### src/hbgs_pkg.sv
// Constants, carrier structs and state codes of the half-bridge gate sequencer
package hbgs_pkg;

  // Geometry
  localparam int HBGS_NHB    = 3;
  localparam int HBGS_LVL_W  = 6;
  localparam int HBGS_TIME_W = 8;
  localparam int HBGS_CNT_W  = HBGS_TIME_W + 1;
  localparam int HBGS_BD_W   = 4;

  // Clock and command latency
  localparam int HBGS_CLK_PERIOD_NS = 40;
  localparam int HBGS_CMD_DELAY_NS  = 3000;
  localparam int HBGS_CMD_DELAY_CYC = HBGS_CMD_DELAY_NS / HBGS_CLK_PERIOD_NS;
  localparam int HBGS_CMD_LAT_CYC   = 5;

  // Current step codes on the 6-bit drive scale
  localparam logic [HBGS_LVL_W-1:0] HBGS_LVL_HARD_OFF  = 6'h3f;
  localparam logic [HBGS_LVL_W-1:0] HBGS_LVL_HOLD_LOW  = 6'h0f;
  localparam logic [HBGS_LVL_W-1:0] HBGS_LVL_HOLD_HIGH = 6'h14;
  localparam logic [HBGS_LVL_W-1:0] HBGS_LVL_MIN       = 6'h00;
  localparam logic [HBGS_LVL_W-1:0] HBGS_LVL_STEP      = 6'h01;
  localparam logic [1:0]            HBGS_STATIC_PAD    = 2'h0;

  // Bridge state select codes
  localparam logic [1:0] HBGS_MODE_PASSIVE = 2'h0;
  localparam logic [1:0] HBGS_MODE_LS_ON   = 2'h1;
  localparam logic [1:0] HBGS_MODE_HS_ON   = 2'h2;
  localparam logic [1:0] HBGS_MODE_ACT_OFF = 2'h3;

  // Gate control scheme
  localparam logic [1:0] HBGS_GCS_NONE   = 2'h0;
  localparam int         HBGS_GCS_ADAPT  = 1;

  // Reset values
  localparam logic [HBGS_CNT_W-1:0] HBGS_CNT_RST = 9'h000;
  localparam logic [HBGS_CNT_W-1:0] HBGS_CNT_ONE = 9'h001;
  localparam logic [HBGS_BD_W-1:0]  HBGS_BD_RST  = 4'h0;

  typedef enum logic [1:0] {
    HBGS_DRV_PASSIVE = 2'h0,
    HBGS_DRV_SOURCE  = 2'h1,
    HBGS_DRV_SINK    = 2'h2
  } hbgs_dir_e;

  typedef struct packed {
    hbgs_dir_e             dir;
    logic [HBGS_LVL_W-1:0] lvl;
  } hbgs_drive_s;

  typedef struct packed {
    logic [HBGS_TIME_W-1:0] ccp;
    logic [HBGS_TIME_W-1:0] blank;
    logic [HBGS_TIME_W-1:0] filter;
    logic [HBGS_TIME_W-1:0] pre;
    logic [HBGS_TIME_W-1:0] pdis;
  } hbgs_timing_s;

  typedef struct packed {
    logic [HBGS_LVL_W-1:0] chg;
    logic [HBGS_LVL_W-1:0] max;
    logic [HBGS_LVL_W-1:0] pre_init;
    logic [HBGS_LVL_W-1:0] pdis_init;
  } hbgs_level_s;

  typedef enum logic [6:0] {
    HBGS_S_HOLD = 7'h01,
    HBGS_S_CCP  = 7'h02,
    HBGS_S_PRE  = 7'h04,
    HBGS_S_CHG  = 7'h08,
    HBGS_S_POST = 7'h10,
    HBGS_S_PDIS = 7'h20,
    HBGS_S_DIS  = 7'h40
  } hbgs_state_e;

  localparam hbgs_drive_s HBGS_DRIVE_RST = '{dir: HBGS_DRV_PASSIVE, lvl: HBGS_LVL_MIN};

endpackage

### src/hbgs_sequencer.sv
// Gate drive sequencer for three half-bridges, static and pulse operation
`timescale 1ns/1ps

module hbgs_sequencer
  import hbgs_pkg::*;
#(
  parameter int NHB = HBGS_NHB
) (
  // Clock and reset
  input  wire logic                    clk,
  input  wire logic                    rst_b,
  // Serial port chip select pin
  input  wire logic                    cs_b,
  // Global configuration
  input  wire logic                    gate_supply_on,
  input  wire logic                    hold_current_sel,
  input  wire logic                    active_freewheel_detect_on,
  input  wire logic                    pulse_input_count_sel,
  input  wire logic                    postcharge_off,
  input  wire logic [1:0]              gate_control_scheme,
  input  wire logic [1:0]              bridge_driver_clock_sel,
  // Per-bridge configuration
  input  wire logic [1:0]              bridge_state_select      [NHB],
  input  wire logic [NHB-1:0]          bridge_pulse_drive_on,
  input  wire logic [NHB-1:0]          active_freewheel_on,
  input  wire logic [3:0]              static_drive_current_sel [NHB],
  input  wire hbgs_timing_s            timing                   [NHB],
  input  wire hbgs_level_s             levels                   [NHB],
  // Pins and comparators
  input  wire logic [NHB-1:0]          pulse_in,
  input  wire logic [NHB-1:0]          switch_node_high,
  input  wire logic [NHB-1:0]          switch_node_low,
  input  wire logic [NHB-1:0]          turn_on_late,
  input  wire logic [NHB-1:0]          turn_off_late,
  // Gate drive outputs
  output hbgs_drive_s                  hs_drive                 [NHB],
  output hbgs_drive_s                  ls_drive                 [NHB],
  output logic [NHB-1:0]               sequence_busy
);

  localparam int SW = 1 + 5 * NHB;

  if (NHB < 1 || NHB > 8) begin : g_chk_nhb
    $error("hbgs_sequencer: NHB must be 1 to 8");
  end
  if (HBGS_CMD_LAT_CYC > HBGS_CMD_DELAY_CYC) begin : g_chk_lat
    $error("hbgs_sequencer: command latency exceeds bound");
  end

  // Two-flop synchroniser for every pin input
  logic [SW-1:0] sync1_ff;
  logic [SW-1:0] sync2_ff;
  logic          cs_prev_ff;
  wire  [SW-1:0] raw_in = {turn_off_late, turn_on_late, switch_node_low, switch_node_high, pulse_in, cs_b};

  // Reset to the pins' idle levels: chip select high, all others low, so no false edge follows reset
  always_ff @(posedge clk) begin
    if (!rst_b) begin
      sync1_ff   <= {{(SW-1){1'b0}}, 1'b1};
      sync2_ff   <= {{(SW-1){1'b0}}, 1'b1};
      cs_prev_ff <= 1'b1;
    end else begin
      sync1_ff   <= raw_in;
      sync2_ff   <= sync1_ff;
      cs_prev_ff <= sync2_ff[0];
    end
  end

  wire           cs_s      = sync2_ff[0];
  wire [NHB-1:0] pulse_s   = sync2_ff[NHB:1];
  wire [NHB-1:0] sw_high_s = sync2_ff[2*NHB:NHB+1];
  wire [NHB-1:0] sw_low_s  = sync2_ff[3*NHB:2*NHB+1];
  wire [NHB-1:0] on_late_s = sync2_ff[4*NHB:3*NHB+1];
  wire [NHB-1:0] off_late_s = sync2_ff[5*NHB:4*NHB+1];
  wire           cs_rise   = cs_s & ~cs_prev_ff;

  // Command capture; keeps the whole frame atomic to the sequencers
  logic [1:0] cmd_mode_ff [NHB];
  logic       cmd_ev_ff;

  always_ff @(posedge clk) begin
    if (!rst_b) begin
      cmd_ev_ff <= 1'b0;
      for (int i = 0; i < NHB; i++) begin
        cmd_mode_ff[i] <= HBGS_MODE_PASSIVE;
      end
    end else begin
      cmd_ev_ff <= cs_rise;
      if (cs_rise) begin
        for (int i = 0; i < NHB; i++) begin
          cmd_mode_ff[i] <= bridge_state_select[i];
        end
      end
    end
  end

  // Bridge driver clock tick, period 2 to 16 cycles
  logic [HBGS_BD_W-1:0] bd_cnt_ff;
  logic                 bd_tick_ff;
  wire  [HBGS_BD_W-1:0] bd_mask = {bridge_driver_clock_sel == 2'h3, bridge_driver_clock_sel >= 2'h2,
                                   bridge_driver_clock_sel >= 2'h1, 1'b1};
  wire                  bd_wrap = &(bd_cnt_ff | ~bd_mask);

  always_ff @(posedge clk) begin
    if (!rst_b) begin
      bd_cnt_ff  <= HBGS_BD_RST;
      bd_tick_ff <= 1'b0;
    end else begin
      bd_cnt_ff  <= bd_cnt_ff + HBGS_BD_W'(1);
      bd_tick_ff <= bd_wrap;
    end
  end

  wire [HBGS_LVL_W-1:0] hold_lvl  = hold_current_sel ? HBGS_LVL_HOLD_HIGH : HBGS_LVL_HOLD_LOW;
  wire                  pre_on    = gate_control_scheme != HBGS_GCS_NONE;
  wire                  adapt_on  = gate_control_scheme[HBGS_GCS_ADAPT];

  for (genvar g = 0; g < NHB; g++) begin : g_hb
    hbgs_state_e           st_ff,       nxt_st;
    logic [HBGS_CNT_W-1:0] cnt_ff,      nxt_cnt;
    logic                  side_ff,     nxt_side;
    logic                  on_hs_ff,    nxt_on_hs;
    logic                  on_ls_ff,    nxt_on_ls;
    logic                  passive_ff,  nxt_passive;
    logic                  offseq_ff,   nxt_offseq;
    logic                  fwpend_ff,   nxt_fwpend;
    logic [HBGS_LVL_W-1:0] lvl_ff,      nxt_lvl;
    logic [HBGS_LVL_W-1:0] pre_lvl_ff,  nxt_pre_lvl;
    logic [HBGS_LVL_W-1:0] pdis_lvl_ff, nxt_pdis_lvl;
    logic                  pulse_d_ff;
    hbgs_drive_s           hs_ff,       nxt_hs;
    hbgs_drive_s           ls_ff,       nxt_ls;
    hbgs_drive_s           on_drv;
    hbgs_drive_s           off_drv;
    logic                  busy_ff;

    wire [1:0]            mode      = cmd_mode_ff[g];
    wire                  mode_on   = (mode == HBGS_MODE_HS_ON) || (mode == HBGS_MODE_LS_ON);
    wire                  pwm_mode  = bridge_pulse_drive_on[g] & mode_on;
    wire                  afw_eff   = active_freewheel_on[g] & bridge_pulse_drive_on[g]
                                      & ~pulse_input_count_sel;
    wire                  p_rise    = pwm_mode & pulse_s[g] & ~pulse_d_ff;
    wire                  p_fall    = pwm_mode & ~pulse_s[g] & pulse_d_ff;
    wire                  pwm_side  = mode == HBGS_MODE_HS_ON;
    // Node near supply: low-side active; near ground: high-side active
    wire                  det_side  = sw_high_s[g] ? 1'b0 : (sw_low_s[g] ? 1'b1 : pwm_side);
    wire                  act_side  = active_freewheel_detect_on ? det_side : pwm_side;
    wire                  opp_on    = act_side ? on_ls_ff : on_hs_ff;
    wire                  cmd_opp   = pwm_side ? on_ls_ff : on_hs_ff;
    wire [HBGS_CNT_W-1:0] dur_ccp   = {1'b0, timing[g].ccp};
    wire [HBGS_CNT_W-1:0] dur_blank = {1'b0, timing[g].blank};
    wire [HBGS_CNT_W-1:0] dur_pre   = {1'b0, timing[g].pre};
    wire [HBGS_CNT_W-1:0] dur_pdis  = {1'b0, timing[g].pdis};
    wire [HBGS_CNT_W-1:0] dur_chg   = dur_blank + {1'b0, timing[g].filter};
    wire                  done      = cnt_ff <= HBGS_CNT_ONE;
    wire [HBGS_LVL_W-1:0] st_lvl    = {static_drive_current_sel[g], HBGS_STATIC_PAD};
    wire [HBGS_LVL_W-1:0] max_lvl   = levels[g].max;
    wire [HBGS_LVL_W-1:0] pre_cur   = adapt_on ? pre_lvl_ff : levels[g].pre_init;
    wire [HBGS_LVL_W-1:0] pdis_cur  = adapt_on ? pdis_lvl_ff : levels[g].pdis_init;
    // Adaptation steps stay between the minimum code and the bridge maximum
    wire [HBGS_LVL_W-1:0] pre_up    = (pre_lvl_ff >= max_lvl) ? max_lvl : pre_lvl_ff + HBGS_LVL_STEP;
    wire [HBGS_LVL_W-1:0] pre_dn    = (pre_lvl_ff == HBGS_LVL_MIN) ? HBGS_LVL_MIN : pre_lvl_ff - HBGS_LVL_STEP;
    wire [HBGS_LVL_W-1:0] pdis_up   = (pdis_lvl_ff >= max_lvl) ? max_lvl : pdis_lvl_ff + HBGS_LVL_STEP;
    wire [HBGS_LVL_W-1:0] pdis_dn   = (pdis_lvl_ff == HBGS_LVL_MIN) ? HBGS_LVL_MIN : pdis_lvl_ff - HBGS_LVL_STEP;
    wire [HBGS_CNT_W-1:0] cnt_dec   = (cnt_ff == HBGS_CNT_RST) ? HBGS_CNT_RST : cnt_ff - HBGS_CNT_ONE;

    always_comb begin
      nxt_st       = st_ff;
      nxt_cnt      = cnt_dec;
      nxt_side     = side_ff;
      nxt_on_hs    = on_hs_ff;
      nxt_on_ls    = on_ls_ff;
      nxt_passive  = passive_ff;
      nxt_offseq   = offseq_ff;
      nxt_fwpend   = fwpend_ff;
      nxt_lvl      = lvl_ff;
      nxt_pre_lvl  = adapt_on ? pre_lvl_ff : levels[g].pre_init;
      nxt_pdis_lvl = adapt_on ? pdis_lvl_ff : levels[g].pdis_init;
      if (!gate_supply_on) begin
        nxt_st      = HBGS_S_HOLD;
        nxt_on_hs   = 1'b0;
        nxt_on_ls   = 1'b0;
        nxt_passive = 1'b1;
        nxt_fwpend  = 1'b0;
      end else if (cmd_ev_ff) begin
        nxt_fwpend = 1'b0;
        if (!mode_on) begin
          nxt_st     = HBGS_S_CCP;
          nxt_cnt    = dur_ccp;
          nxt_offseq = 1'b1;
        end else if (bridge_pulse_drive_on[g]) begin
          // Pulse drive waits for the next input edge with both gates held off
          nxt_st      = HBGS_S_HOLD;
          nxt_on_hs   = 1'b0;
          nxt_on_ls   = 1'b0;
          nxt_passive = 1'b0;
          nxt_side    = pwm_side;
        end else begin
          nxt_side    = pwm_side;
          nxt_offseq  = 1'b0;
          nxt_passive = 1'b0;
          if (cmd_opp) begin
            nxt_st  = HBGS_S_CCP;
            nxt_cnt = dur_ccp;
          end else begin
            nxt_st  = HBGS_S_CHG;
            nxt_cnt = dur_chg;
          end
        end
      end else if (p_rise) begin
        nxt_side   = act_side;
        nxt_offseq = 1'b0;
        nxt_fwpend = 1'b0;
        nxt_lvl    = levels[g].chg;
        if (active_freewheel_on[g] && opp_on) begin
          nxt_st  = HBGS_S_CCP;
          nxt_cnt = dur_ccp;
        end else if (pre_on) begin
          nxt_st  = HBGS_S_PRE;
          nxt_cnt = dur_pre;
        end else begin
          nxt_st  = HBGS_S_CHG;
          nxt_cnt = dur_blank;
        end
      end else if (p_fall) begin
        nxt_side = pwm_side;
        if (pre_on) begin
          nxt_st  = HBGS_S_PDIS;
          nxt_cnt = dur_pdis;
        end else begin
          nxt_st  = HBGS_S_DIS;
          nxt_cnt = dur_blank;
        end
      end else begin
        unique case (st_ff)
          HBGS_S_HOLD: begin
          end
          HBGS_S_CCP: begin
            if (done) begin
              if (offseq_ff) begin
                nxt_st      = HBGS_S_HOLD;
                nxt_on_hs   = fwpend_ff & ~side_ff;
                nxt_on_ls   = fwpend_ff & side_ff;
                nxt_passive = (mode == HBGS_MODE_PASSIVE) & ~fwpend_ff;
                nxt_lvl     = levels[g].chg;
                nxt_fwpend  = 1'b0;
              end else if (pwm_mode && pre_on) begin
                nxt_st    = HBGS_S_PRE;
                nxt_cnt   = dur_pre;
                nxt_on_hs = 1'b0;
                nxt_on_ls = 1'b0;
              end else begin
                nxt_st    = HBGS_S_CHG;
                nxt_cnt   = pwm_mode ? dur_blank : dur_chg;
                nxt_on_hs = 1'b0;
                nxt_on_ls = 1'b0;
              end
            end
          end
          HBGS_S_PRE: begin
            if (done) begin
              nxt_st      = HBGS_S_CHG;
              nxt_cnt     = dur_blank;
              nxt_pre_lvl = adapt_on ? (on_late_s[g] ? pre_up : pre_dn) : levels[g].pre_init;
            end
          end
          HBGS_S_CHG: begin
            if (done) begin
              nxt_on_hs = side_ff;
              nxt_on_ls = ~side_ff;
              nxt_lvl   = levels[g].chg;
              nxt_st    = (pwm_mode && !postcharge_off) ? HBGS_S_POST : HBGS_S_HOLD;
            end
          end
          HBGS_S_POST: begin
            if (lvl_ff >= max_lvl) begin
              nxt_st = HBGS_S_HOLD;
            end else if (bd_tick_ff) begin
              nxt_lvl = lvl_ff + HBGS_LVL_STEP;
            end
          end
          HBGS_S_PDIS: begin
            if (done) begin
              nxt_st       = HBGS_S_DIS;
              nxt_cnt      = dur_blank;
              nxt_pdis_lvl = adapt_on ? (off_late_s[g] ? pdis_up : pdis_dn) : levels[g].pdis_init;
            end
          end
          HBGS_S_DIS: begin
            if (done) begin
              nxt_on_hs = 1'b0;
              nxt_on_ls = 1'b0;
              if (afw_eff) begin
                nxt_st     = HBGS_S_CCP;
                nxt_cnt    = dur_ccp;
                nxt_offseq = 1'b1;
                nxt_fwpend = 1'b1;
              end else begin
                nxt_st = HBGS_S_HOLD;
              end
            end
          end
          default: begin
            nxt_st = HBGS_S_HOLD;
          end
        endcase
      end
    end

    // Drive currents for the gate being switched and its partner
    always_comb begin
      on_drv  = '{dir: HBGS_DRV_SINK, lvl: hold_lvl};
      off_drv = '{dir: HBGS_DRV_SINK, lvl: hold_lvl};
      nxt_hs  = '{dir: HBGS_DRV_SINK, lvl: hold_lvl};
      nxt_ls  = '{dir: HBGS_DRV_SINK, lvl: hold_lvl};
      unique case (nxt_st)
        HBGS_S_CCP: begin
          on_drv  = '{dir: HBGS_DRV_SINK, lvl: st_lvl};
          off_drv = '{dir: HBGS_DRV_SINK, lvl: st_lvl};
        end
        HBGS_S_PRE: begin
          on_drv  = '{dir: HBGS_DRV_SOURCE, lvl: pre_cur};
          off_drv = '{dir: HBGS_DRV_SINK, lvl: HBGS_LVL_HARD_OFF};
        end
        HBGS_S_CHG: begin
          on_drv  = '{dir: HBGS_DRV_SOURCE, lvl: pwm_mode ? levels[g].chg : st_lvl};
          off_drv = '{dir: HBGS_DRV_SINK, lvl: HBGS_LVL_HARD_OFF};
        end
        HBGS_S_POST: begin
          on_drv  = '{dir: HBGS_DRV_SOURCE, lvl: nxt_lvl};
          off_drv = '{dir: HBGS_DRV_SINK, lvl: HBGS_LVL_HARD_OFF};
        end
        HBGS_S_PDIS: begin
          on_drv  = '{dir: HBGS_DRV_SINK, lvl: pdis_cur};
        end
        HBGS_S_DIS: begin
          on_drv  = '{dir: HBGS_DRV_SINK, lvl: levels[g].chg};
        end
        default: begin
        end
      endcase
      if (nxt_st == HBGS_S_HOLD) begin
        // Static hold uses the hold step; pulse drive keeps the reached level
        if (nxt_passive) begin
          nxt_hs = HBGS_DRIVE_RST;
          nxt_ls = HBGS_DRIVE_RST;
        end else begin
          if (nxt_on_hs) begin
            nxt_hs = '{dir: HBGS_DRV_SOURCE, lvl: bridge_pulse_drive_on[g] ? nxt_lvl : hold_lvl};
          end
          if (nxt_on_ls) begin
            nxt_ls = '{dir: HBGS_DRV_SOURCE, lvl: bridge_pulse_drive_on[g] ? nxt_lvl : hold_lvl};
          end
        end
      end else begin
        nxt_hs = nxt_side ? on_drv : off_drv;
        nxt_ls = nxt_side ? off_drv : on_drv;
      end
    end

    always_ff @(posedge clk) begin
      if (!rst_b) begin
        st_ff       <= HBGS_S_HOLD;
        cnt_ff      <= HBGS_CNT_RST;
        side_ff     <= 1'b0;
        on_hs_ff    <= 1'b0;
        on_ls_ff    <= 1'b0;
        passive_ff  <= 1'b1;
        offseq_ff   <= 1'b0;
        fwpend_ff   <= 1'b0;
        lvl_ff      <= HBGS_LVL_MIN;
        pre_lvl_ff  <= HBGS_LVL_MIN;
        pdis_lvl_ff <= HBGS_LVL_MIN;
        pulse_d_ff  <= 1'b0;
        hs_ff       <= HBGS_DRIVE_RST;
        ls_ff       <= HBGS_DRIVE_RST;
        busy_ff     <= 1'b0;
      end else begin
        st_ff       <= nxt_st;
        cnt_ff      <= nxt_cnt;
        side_ff     <= nxt_side;
        on_hs_ff    <= nxt_on_hs;
        on_ls_ff    <= nxt_on_ls;
        passive_ff  <= nxt_passive;
        offseq_ff   <= nxt_offseq;
        fwpend_ff   <= nxt_fwpend;
        lvl_ff      <= nxt_lvl;
        pre_lvl_ff  <= nxt_pre_lvl;
        pdis_lvl_ff <= nxt_pdis_lvl;
        pulse_d_ff  <= pulse_s[g];
        hs_ff       <= nxt_hs;
        ls_ff       <= nxt_ls;
        busy_ff     <= nxt_st != HBGS_S_HOLD;
      end
    end

    assign hs_drive[g]      = hs_ff;
    assign ls_drive[g]      = ls_ff;
    assign sequence_busy[g] = busy_ff;
  end

endmodule // hbgs_sequencer

### config.mk
export PLATFORM = sky130hd
export DESIGN_NAME = hbgs_sequencer
export DESIGN_NICKNAME = d
export VERILOG_FILES = /design/src/hbgs_pkg.sv /design/src/hbgs_sequencer.sv
export SDC_FILE = /design/constraint.sdc
export NUM_CORES = 1
export LEC_CHECK = 0
export ABC_CLOCK_PERIOD_IN_PS = 3500
export BUFFER_PORTS_ARGS = -buffer_cell sky130_fd_sc_hd__buf_2
export CORE_UTILIZATION = 60
export CTS_BUF_LIST = sky130_fd_sc_hd__clkbuf_4
export DETAILED_ROUTE_END_ITERATION = 16
export PLACE_DENSITY = 0.84
export SYNTH_ARGS = -nofsm -noshare
export SYNTH_HDL_FRONTEND = slang
export SYNTH_SLANG_ARGS = --single-unit
### constraint.sdc
create_clock -name clk -period 3.5 [get_ports clk]
set_input_delay 0.35 -clock clk [delete_from_list [all_inputs] [get_ports clk]]
set_output_delay 0.35 -clock clk [all_outputs]
set_load 0.005 [all_outputs]
# Yosys cells after proc, flatten, opt, wreduce, memory -nomap -nowiden
# Memories as Yosys holds them, arrays and structs flattened.
# Index checks and enable logic that the tools add are counted.
word_totals:
  word_cells: 682
  regBits: 213
  ram_bits: 6
  output_inout_bits: 51
  inputBits: 243
  mem_count: 1
op_classes:
  eq_ne: 70
  n_reduce_logical: 54
  order_cmp: 14
  n_mux: 409
  n_bitwise: 55
  n_addsub: 22
memory_table:
  columns: ["name", "words", "word_bits", "rd", "rd_clocked_by_memory_dff", "wr", "line", "source"]
  rows:
  - ["cmd_mode_ff", 3, 2, 3, 0, 3, "hbgs_sequencer.sv:78", "logic [1:0] cmd_mode_ff [NHB];"]
op_table:
  columns: ["operator", "n"]
  rows:
  - ["2-to-1 mux 6 bit", 99]
  - ["2-to-1 mux 9 bit", 45]
  - ["2-to-1 mux 8 bit", 33]
  - ["2-to-1 mux 7 bit", 33]
  - ["2-to-1 mux 1 bit", 148]
  - ["case mux 7 bit (7 select lines)", 3]
  - ["case mux 8 bit (6 select lines)", 3]
  - ["case mux 9 bit (3 select lines)", 3]
  - ["2-to-1 mux 4 bit", 17]
  - ["adder 6 x 1 -> 6 bit (second input constant)", 9]
  - [">= comparator 6 bit", 9]
  - ["case mux 6 bit (3 select lines)", 3]
  - ["equality test 7 x 1 -> 1 bit (second input constant)", 6]
  - ["equality test 7 x 2 -> 1 bit (second input constant)", 6]
  - ["equality test 7 x 3 -> 1 bit (second input constant)", 6]
  - ["equality test 7 x 4 -> 1 bit (second input constant)", 6]
  - ["equality test 7 x 5 -> 1 bit (second input constant)", 6]
  - ["equality test 7 x 6 -> 1 bit (second input constant)", 6]
  - ["equality test 7 bit (second input constant)", 6]
  - ["logical NOT 6 bit", 6]
  - ["case mux 6 bit (2 select lines)", 3]
  - ["AND reduction 6 bit", 6]
  - ["subtractor 6 x 1 -> 6 bit (second input constant)", 6]
  - ["AND 1 bit", 31]
  - ["30 further kinds", 125]

# Logic depth before layout (Yosys ltp)
# An unclocked memory read counts as a cell.
logic_depth:
  ltp_word: 18
  depth_mapped: 14
  mapped_depth_nobuf: 12

# Least setup slack after synthesis
# OpenSTA, ideal clock, no wires.
synth_path:
  path_kind: "register -> register"
  start: "mem cmd_mode_ff[1][1], in the netlist cmd_mode_ff[0][3]"
  end: "reg g_hb[1].ls_ff (netlist bit ls_drive[12])"
  setup_time_ns: 0.117
  period_less_slack_ns: 2.974
  stages_incl_launch_ff: 13
  path_slack_ns: 0.526
  arrival_time_ns: 2.857
  n_path_buf: 1
  t_required_ns: 3.383
  path_cell_list: "edfxtp_1 -> inv_1 -> ha_1 -> buf_2 -> nand2_1 -> nor3b_2 -> nor3_1 -> o311ai_1 -> o311ai_1 -> o2bb2ai_1 -> a2111oi_1 -> nand3_1 -> a32o_1"
synth_lines:
  columns: ["item", "line", "source"]
  rows:
  - ["start, declared", "hbgs_sequencer.sv:78", null]
  - ["end signal, assigned", "hbgs_sequencer.sv:392", "ls_ff <= nxt_ls;"]
  - ["end, declared", "hbgs_sequencer.sv:132", "hbgs_drive_s ls_ff, nxt_ls;"]

# Worst setup path after layout
layout_path:
  start: "reg g_hb[0].cnt_ff[3]"
  end: "reg g_hb[0].ls_ff (netlist bit ls_drive[16])"
layout_between:
  elab_chain_len: 12
  word_cells_on_any_way: 47
  classes_between: "1 x order compare; 7 x eq/ne; 38 x mux; 1 x reduce/logical"
layout_rtl:
  columns: ["item", "line", "source"]
  rows:
  - ["start, declared", "hbgs_sequencer.sv:120", "logic [HBGS_CNT_W-1:0] cnt_ff, nxt_cnt;"]
  - ["start signal, assigned", "hbgs_sequencer.sv:380", "cnt_ff <= nxt_cnt;"]
  - ["<= comparator 9 x 1 -> 1 bit *", "hbgs_sequencer.sv:155", "wire done = cnt_ff <= HBGS_CNT_ONE;"]
  - ["2-to-1 mux 7 bit, on equally long branches", null, null]
  - ["case mux 7 bit (7 select lines)", "hbgs_sequencer.sv:235", "unique case (st_ff)"]
  - ["2-to-1 mux 7 bit", "hbgs_sequencer.sv:225", "end else if (p_fall) begin"]
  - ["2-to-1 mux 7 bit", "hbgs_sequencer.sv:210", "end else if (p_rise) begin"]
  - ["2-to-1 mux 7 bit", "hbgs_sequencer.sv:185", "end else if (cmd_ev_ff) begin"]
  - ["2-to-1 mux 7 bit", "hbgs_sequencer.sv:179", "if (!gate_supply_on) begin"]
  - ["equality test 7 x 5 -> 1 bit, or another cell as far along", "hbgs_sequencer.sv:316", "unique case (nxt_st)"]
  - ["OR reduction 3 bit (no line)", null, null]
  - ["case mux 6 bit (2 select lines)", "hbgs_sequencer.sv:316", null]
  - ["2-to-1 mux 8 bit", "hbgs_sequencer.sv:357", "nxt_ls = nxt_side ? off_drv : on_drv;"]
  - ["2-to-1 mux 8 bit *", "hbgs_sequencer.sv:342", "if (nxt_st == HBGS_S_HOLD) begin"]
  - ["end signal, assigned", "hbgs_sequencer.sv:392", null]
  - ["end, declared", "hbgs_sequencer.sv:132", null]
# Every way passes the cells marked *; elsewhere a longest branch is shown, timed or not.
# A chain may end at the register's enable or synchronous reset.

==> results.txt <==
The run finished with clean final reports. For hold timing, the worst endpoint is g_hb[1].lvl_ff[3]. The effective utilization at floorplan is 61.5%.

The initialized floorplan defines 65 standard-cell rows. The post-synthesis cell type count came out at 102. The combined buffer and inverter count along the critical path is 0. The worst slack on hold paths is roughly 0.024 ns. Of all nets on the critical path, the largest fanout is 15. The number of vias per cell came out at 6.78. Grouping stages by cell kind, the critical path spends the most delay in simple AND/OR/NAND/NOR gates. The aggregate global routing overflow is 0.

The number of iterations in the first detailed-routing pass came out at 7. The launch instance of the worst min-delay path is levels[45]. The final-report max-slew violation count was 0. Of the post-synthesis cell area, the dominant cell type holds 21.7%. The synthesis-stage register bit count came out at 219.

In this run the critical register-to-register path is captured at ls_drive[16]. Dividing total power by cell area gives a power density of 398 nW/um2. The sort of element at the start of the critical path is a flip-flop. The DRC marker count from the first detailed-route iteration is 3455.

Clock latency on the worst-skew pair, taken at its later pin, is 0.78 ns. The floorplan die height is 183 um. The count of filler cells inserted in the layout is between 2000 and 3000. The number of vias in the routed layout came out at 23800.

By instance count, the leading cell after synthesis is sky130_fd_sc_hd__nand2_1. The congestion estimate from routability-driven global placement came to about 1.0. Sorting the synthesized cells by how often they occur yields sky130_fd_sc_hd__nand2_1, sky130_fd_sc_hd__nor2_1, sky130_fd_sc_hd__a21oi_1.

The highest clock rate is 0.304 GHz. The worst-case vdd ir drop is 0.410 mV. The area growth from synthesis to layout is 18.8%. The class of the most critical hold timing path is input port to flip-flop. TritonCTS built the clock tree. At the worst endpoint, the arrival time is 3.96 ns. After layout, the worst path uses about 94% of the clock period. The summed instance area of the synthesized netlist came out at 19600 um2.

Buffers inserted during clock tree synthesis total 67. Buffers placed on the I/O ports in this run total roughly 290. The global-route wire length before repair came out at 117 mm. The total power draw came out at 9270 uW.

Sorting the synthesized cells by area gives the leading types as sky130_fd_sc_hd__dfxtp_1, sky130_fd_sc_hd__ha_1, sky130_fd_sc_hd__a21oi_1. The DRC violations left is 0. The H-tree depth came out at 3.

The via count of the first global-routing pass came to 22700. The max capacitance violation total came out at 0. The worst path needs 3.29 ns of the cycle, external delays included.

The path type of the worst setup path is flip-flop to flip-flop. For the pin with the worst max-slew slack, the measured transition is roughly 1.3 ns. The leakage power figure is 0.00992 uW. The synthesized design contains 6 enable-type register cells. The area of the core region came out at ~32000 um2. The leading register cell type out of synthesis is sky130_fd_sc_hd__dfxtp_1.

Clock tree synthesis selected as its root buffer the cell sky130_fd_sc_hd__clkbuf_4. In this design, the stage delay of the slowest critical-path cell is about 0.67 ns. The total count of hold-check failures in the final report came to 0.

STA classifies the critical path endpoint as a flip-flop. The detailed-route wire length came out at 75.2 mm. After technology mapping, the gate count stands at 2665. Counting every net in the synthesized netlist gives 3026. Walking the worst path, the cells encountered are nor4_2 > and3_1 > nand2_1 > o32ai_1 > or3b_1 > a21oi_1 > nor3_1 > a211o_1 > a21oi_2.

The maximum buffer depth of the clock tree is 3. Setup repair after global routing left no endpoint under its margin. The depth of the most critical reg-to-reg path is 9. The global routing usage summed across all routing layers is 43.5%.

After synthesis, the share of flip-flops with an asynchronous set or reset is 0%. The post-synthesis cell type with the largest combined area is sky130_fd_sc_hd__dfxtp_1. Among all stages on the critical path, the largest delay is contributed by sky130_fd_sc_hd__and3_1. The headroom to the max-slew limit is 12.5%. The half-perimeter wire length after detailed placement is between 50 and 60 mm. The setup-violating endpoint count in the final report came out at 0. The overall die area came out at 33400 um2. The number of antenna-violating nets in the routed design is 0. The mean cell area of the mapped netlist is 7.36 um2.

The number of nets in the layout came out at 3387. Clock-pin slew was measured on the worst setup and hold paths at 0.07 ns. After synthesis, flip-flops and latches occupy a little under a quarter of the total area. The clock skew after layout came out at 0.0664 ns.

CTS saw 219 sinks. Counting instances, the worst hold path has a depth of 3. The number of antenna violations at the first check in global routing is 3. The setup slack on the worst flop-to-flop path is 0.21 ns. The count of yosys warnings during synthesis came out at 0. The startpoint identified for the worst register-to-register timing path is g_hb[0].cnt_ff[3].

The number of top-level design ports is 294. The required time of the critical path came out at 4.17 ns. The layout cell share with drive strength beyond 1 came out at 18.8%. The final setup TNS came out at 0 ns. The total stage count of the critical path came out at 9.

Dividing the detail-routed wire length by the instance count gives 21.4 um. Measured along the x axis, the die boundary spans 183 um. The pin count of the biggest net entering global routing came out at 108.
## cell usage in the layout, fill, tap and decap left out, drive strengths merged, types with 43 or more instances in the layout
cell type    instances
dlygate4sd3         66
a31oi               43
ha                 115
nand2              250
xnor2               44
inv                102
buf                400
clkbuf              87
nor3                86
mux2i               65
o21ai              213
dfxtp              213
nand3              104
nor2               233
and2                73
nand2b              47
a21oi              224
## worst max-delay path by stage
| stage | endpoint | startpoint | slack, ns |
|---|---|---|---|
| 2_1_floorplan | ls_drive[12] | cmd_mode_ff[0][3] | 0.53 |
| 3_3_place_gp | ls_drive[12] | cmd_mode_ff[0][2] | 0.23 |
| 3_5_place_dp | hs_drive[12] | cmd_mode_ff[0][2] | 0.24 |
| 4_1_cts | hs_drive[12] | cmd_mode_ff[0][2] | 0.24 |
| 5_1_grt | hs_drive[8] | g_hb[1].st_ff[5] | 0.02 |
| 6_report | ls_drive[16] | g_hb[0].cnt_ff[3] | 0.21 |
## where the power goes
part,total (uW),switching [uW],internal [uW],leakage [uW]
clock,2500,1260,1240,0.000481
sequential,2970,267,2700,0.00180
combinational,3800,2260,1540,0.00763
total,9270,3780,5490,0.00992
## flip-flops by register name (all words and copies together), names as in the netlist
signal            flops
g_hb.cnt_ff          27
hs_drive             24
ls_drive             24
g_hb.st_ff           21
g_hb.lvl_ff          18
g_hb.pdis_lvl_ff     18
g_hb.pre_lvl_ff      18
sync1_ff             16
sync2_ff             16
cmd_mode_ff           6
bd_cnt_ff             4
g_hb.busy_ff          3
g_hb.fwpend_ff        3
g_hb.offseq_ff        3
g_hb.on_hs_ff         3
g_hb.on_ls_ff         3
g_hb.passive_ff       3
g_hb.pulse_d_ff       3
g_hb.side_ff          3
bd_tick_ff            1
cmd_ev_ff             1
cs_prev_ff            1
## final cells by class
cell class | instances | area (um2) | share of cell area [%]
antenna | 4 | 10.0 | 0.0429
clock buffer | 87 | 653 | 2.80
sequential | 219 | 4450 | 19.1
tap | 435 | 544 | 2.33
inverter | 100 | 375 | 1.61
multi-input combinational | 2172 | 14100 | 60.6
clock inverter | 32 | 158 | 0.676
timing repair buffer | 466 | 3000 | 12.9
## what timing repair did
action                                 CTS  global route
gates resized for setup                  0             4
endpoints found under the hold margin   71             0
setup endpoints to repair                0             7
setup buffers                            0             0
hold buffers                            66             0
## tightest hold or removal path, cell delays in order
cell and delay [ns]:
sky130_fd_sc_hd__buf_2 0.11, sky130_fd_sc_hd__a21o_1 0.17, sky130_fd_sc_hd__and2_1 0.14
## through the flow
stage | std cells | setup slack, ns | cell area [um2] | utilization, %
4_1_cts | 3511 | 0.244 | 23300 | 73.0
3_3_place_gp | 3326 | 0.233 | 21800 | 68.4
6_report | 3515 | 0.210 | 23300 | 73.1
5_1_grt | 3515 | 0.0165 | 23300 | 73.1
3_5_place_dp | 3326 | 0.239 | 21800 | 68.4
2_1_floorplan | 2665 | 0.526 | 19600 | -
## cell families after synthesis
kind of cell | Yosys count | share of synthesized area, %
AO/OA/AOI/OAI | 906 | 30.8
XOR/XNOR | 85 | 3.79
adder cells (fa/ha/maj) | 118 | 7.64
buffers and inverters | 274 | 5.51
flip-flops | 219 | 22.7
multiplexers | 80 | 4.18
AND/OR/NAND/NOR | 983 | 25.4
## per-layer routing
layer	vias to the layer above	global-route usage [%]	share of wire (%)
met2	1822	72.4	46
met1	10900	51.8	36
met3	441	9.33	11
met5	-	0	0
met4	0	25.4	6.1
li1	10700	-	-
Power figures use the tool's default switching activity.
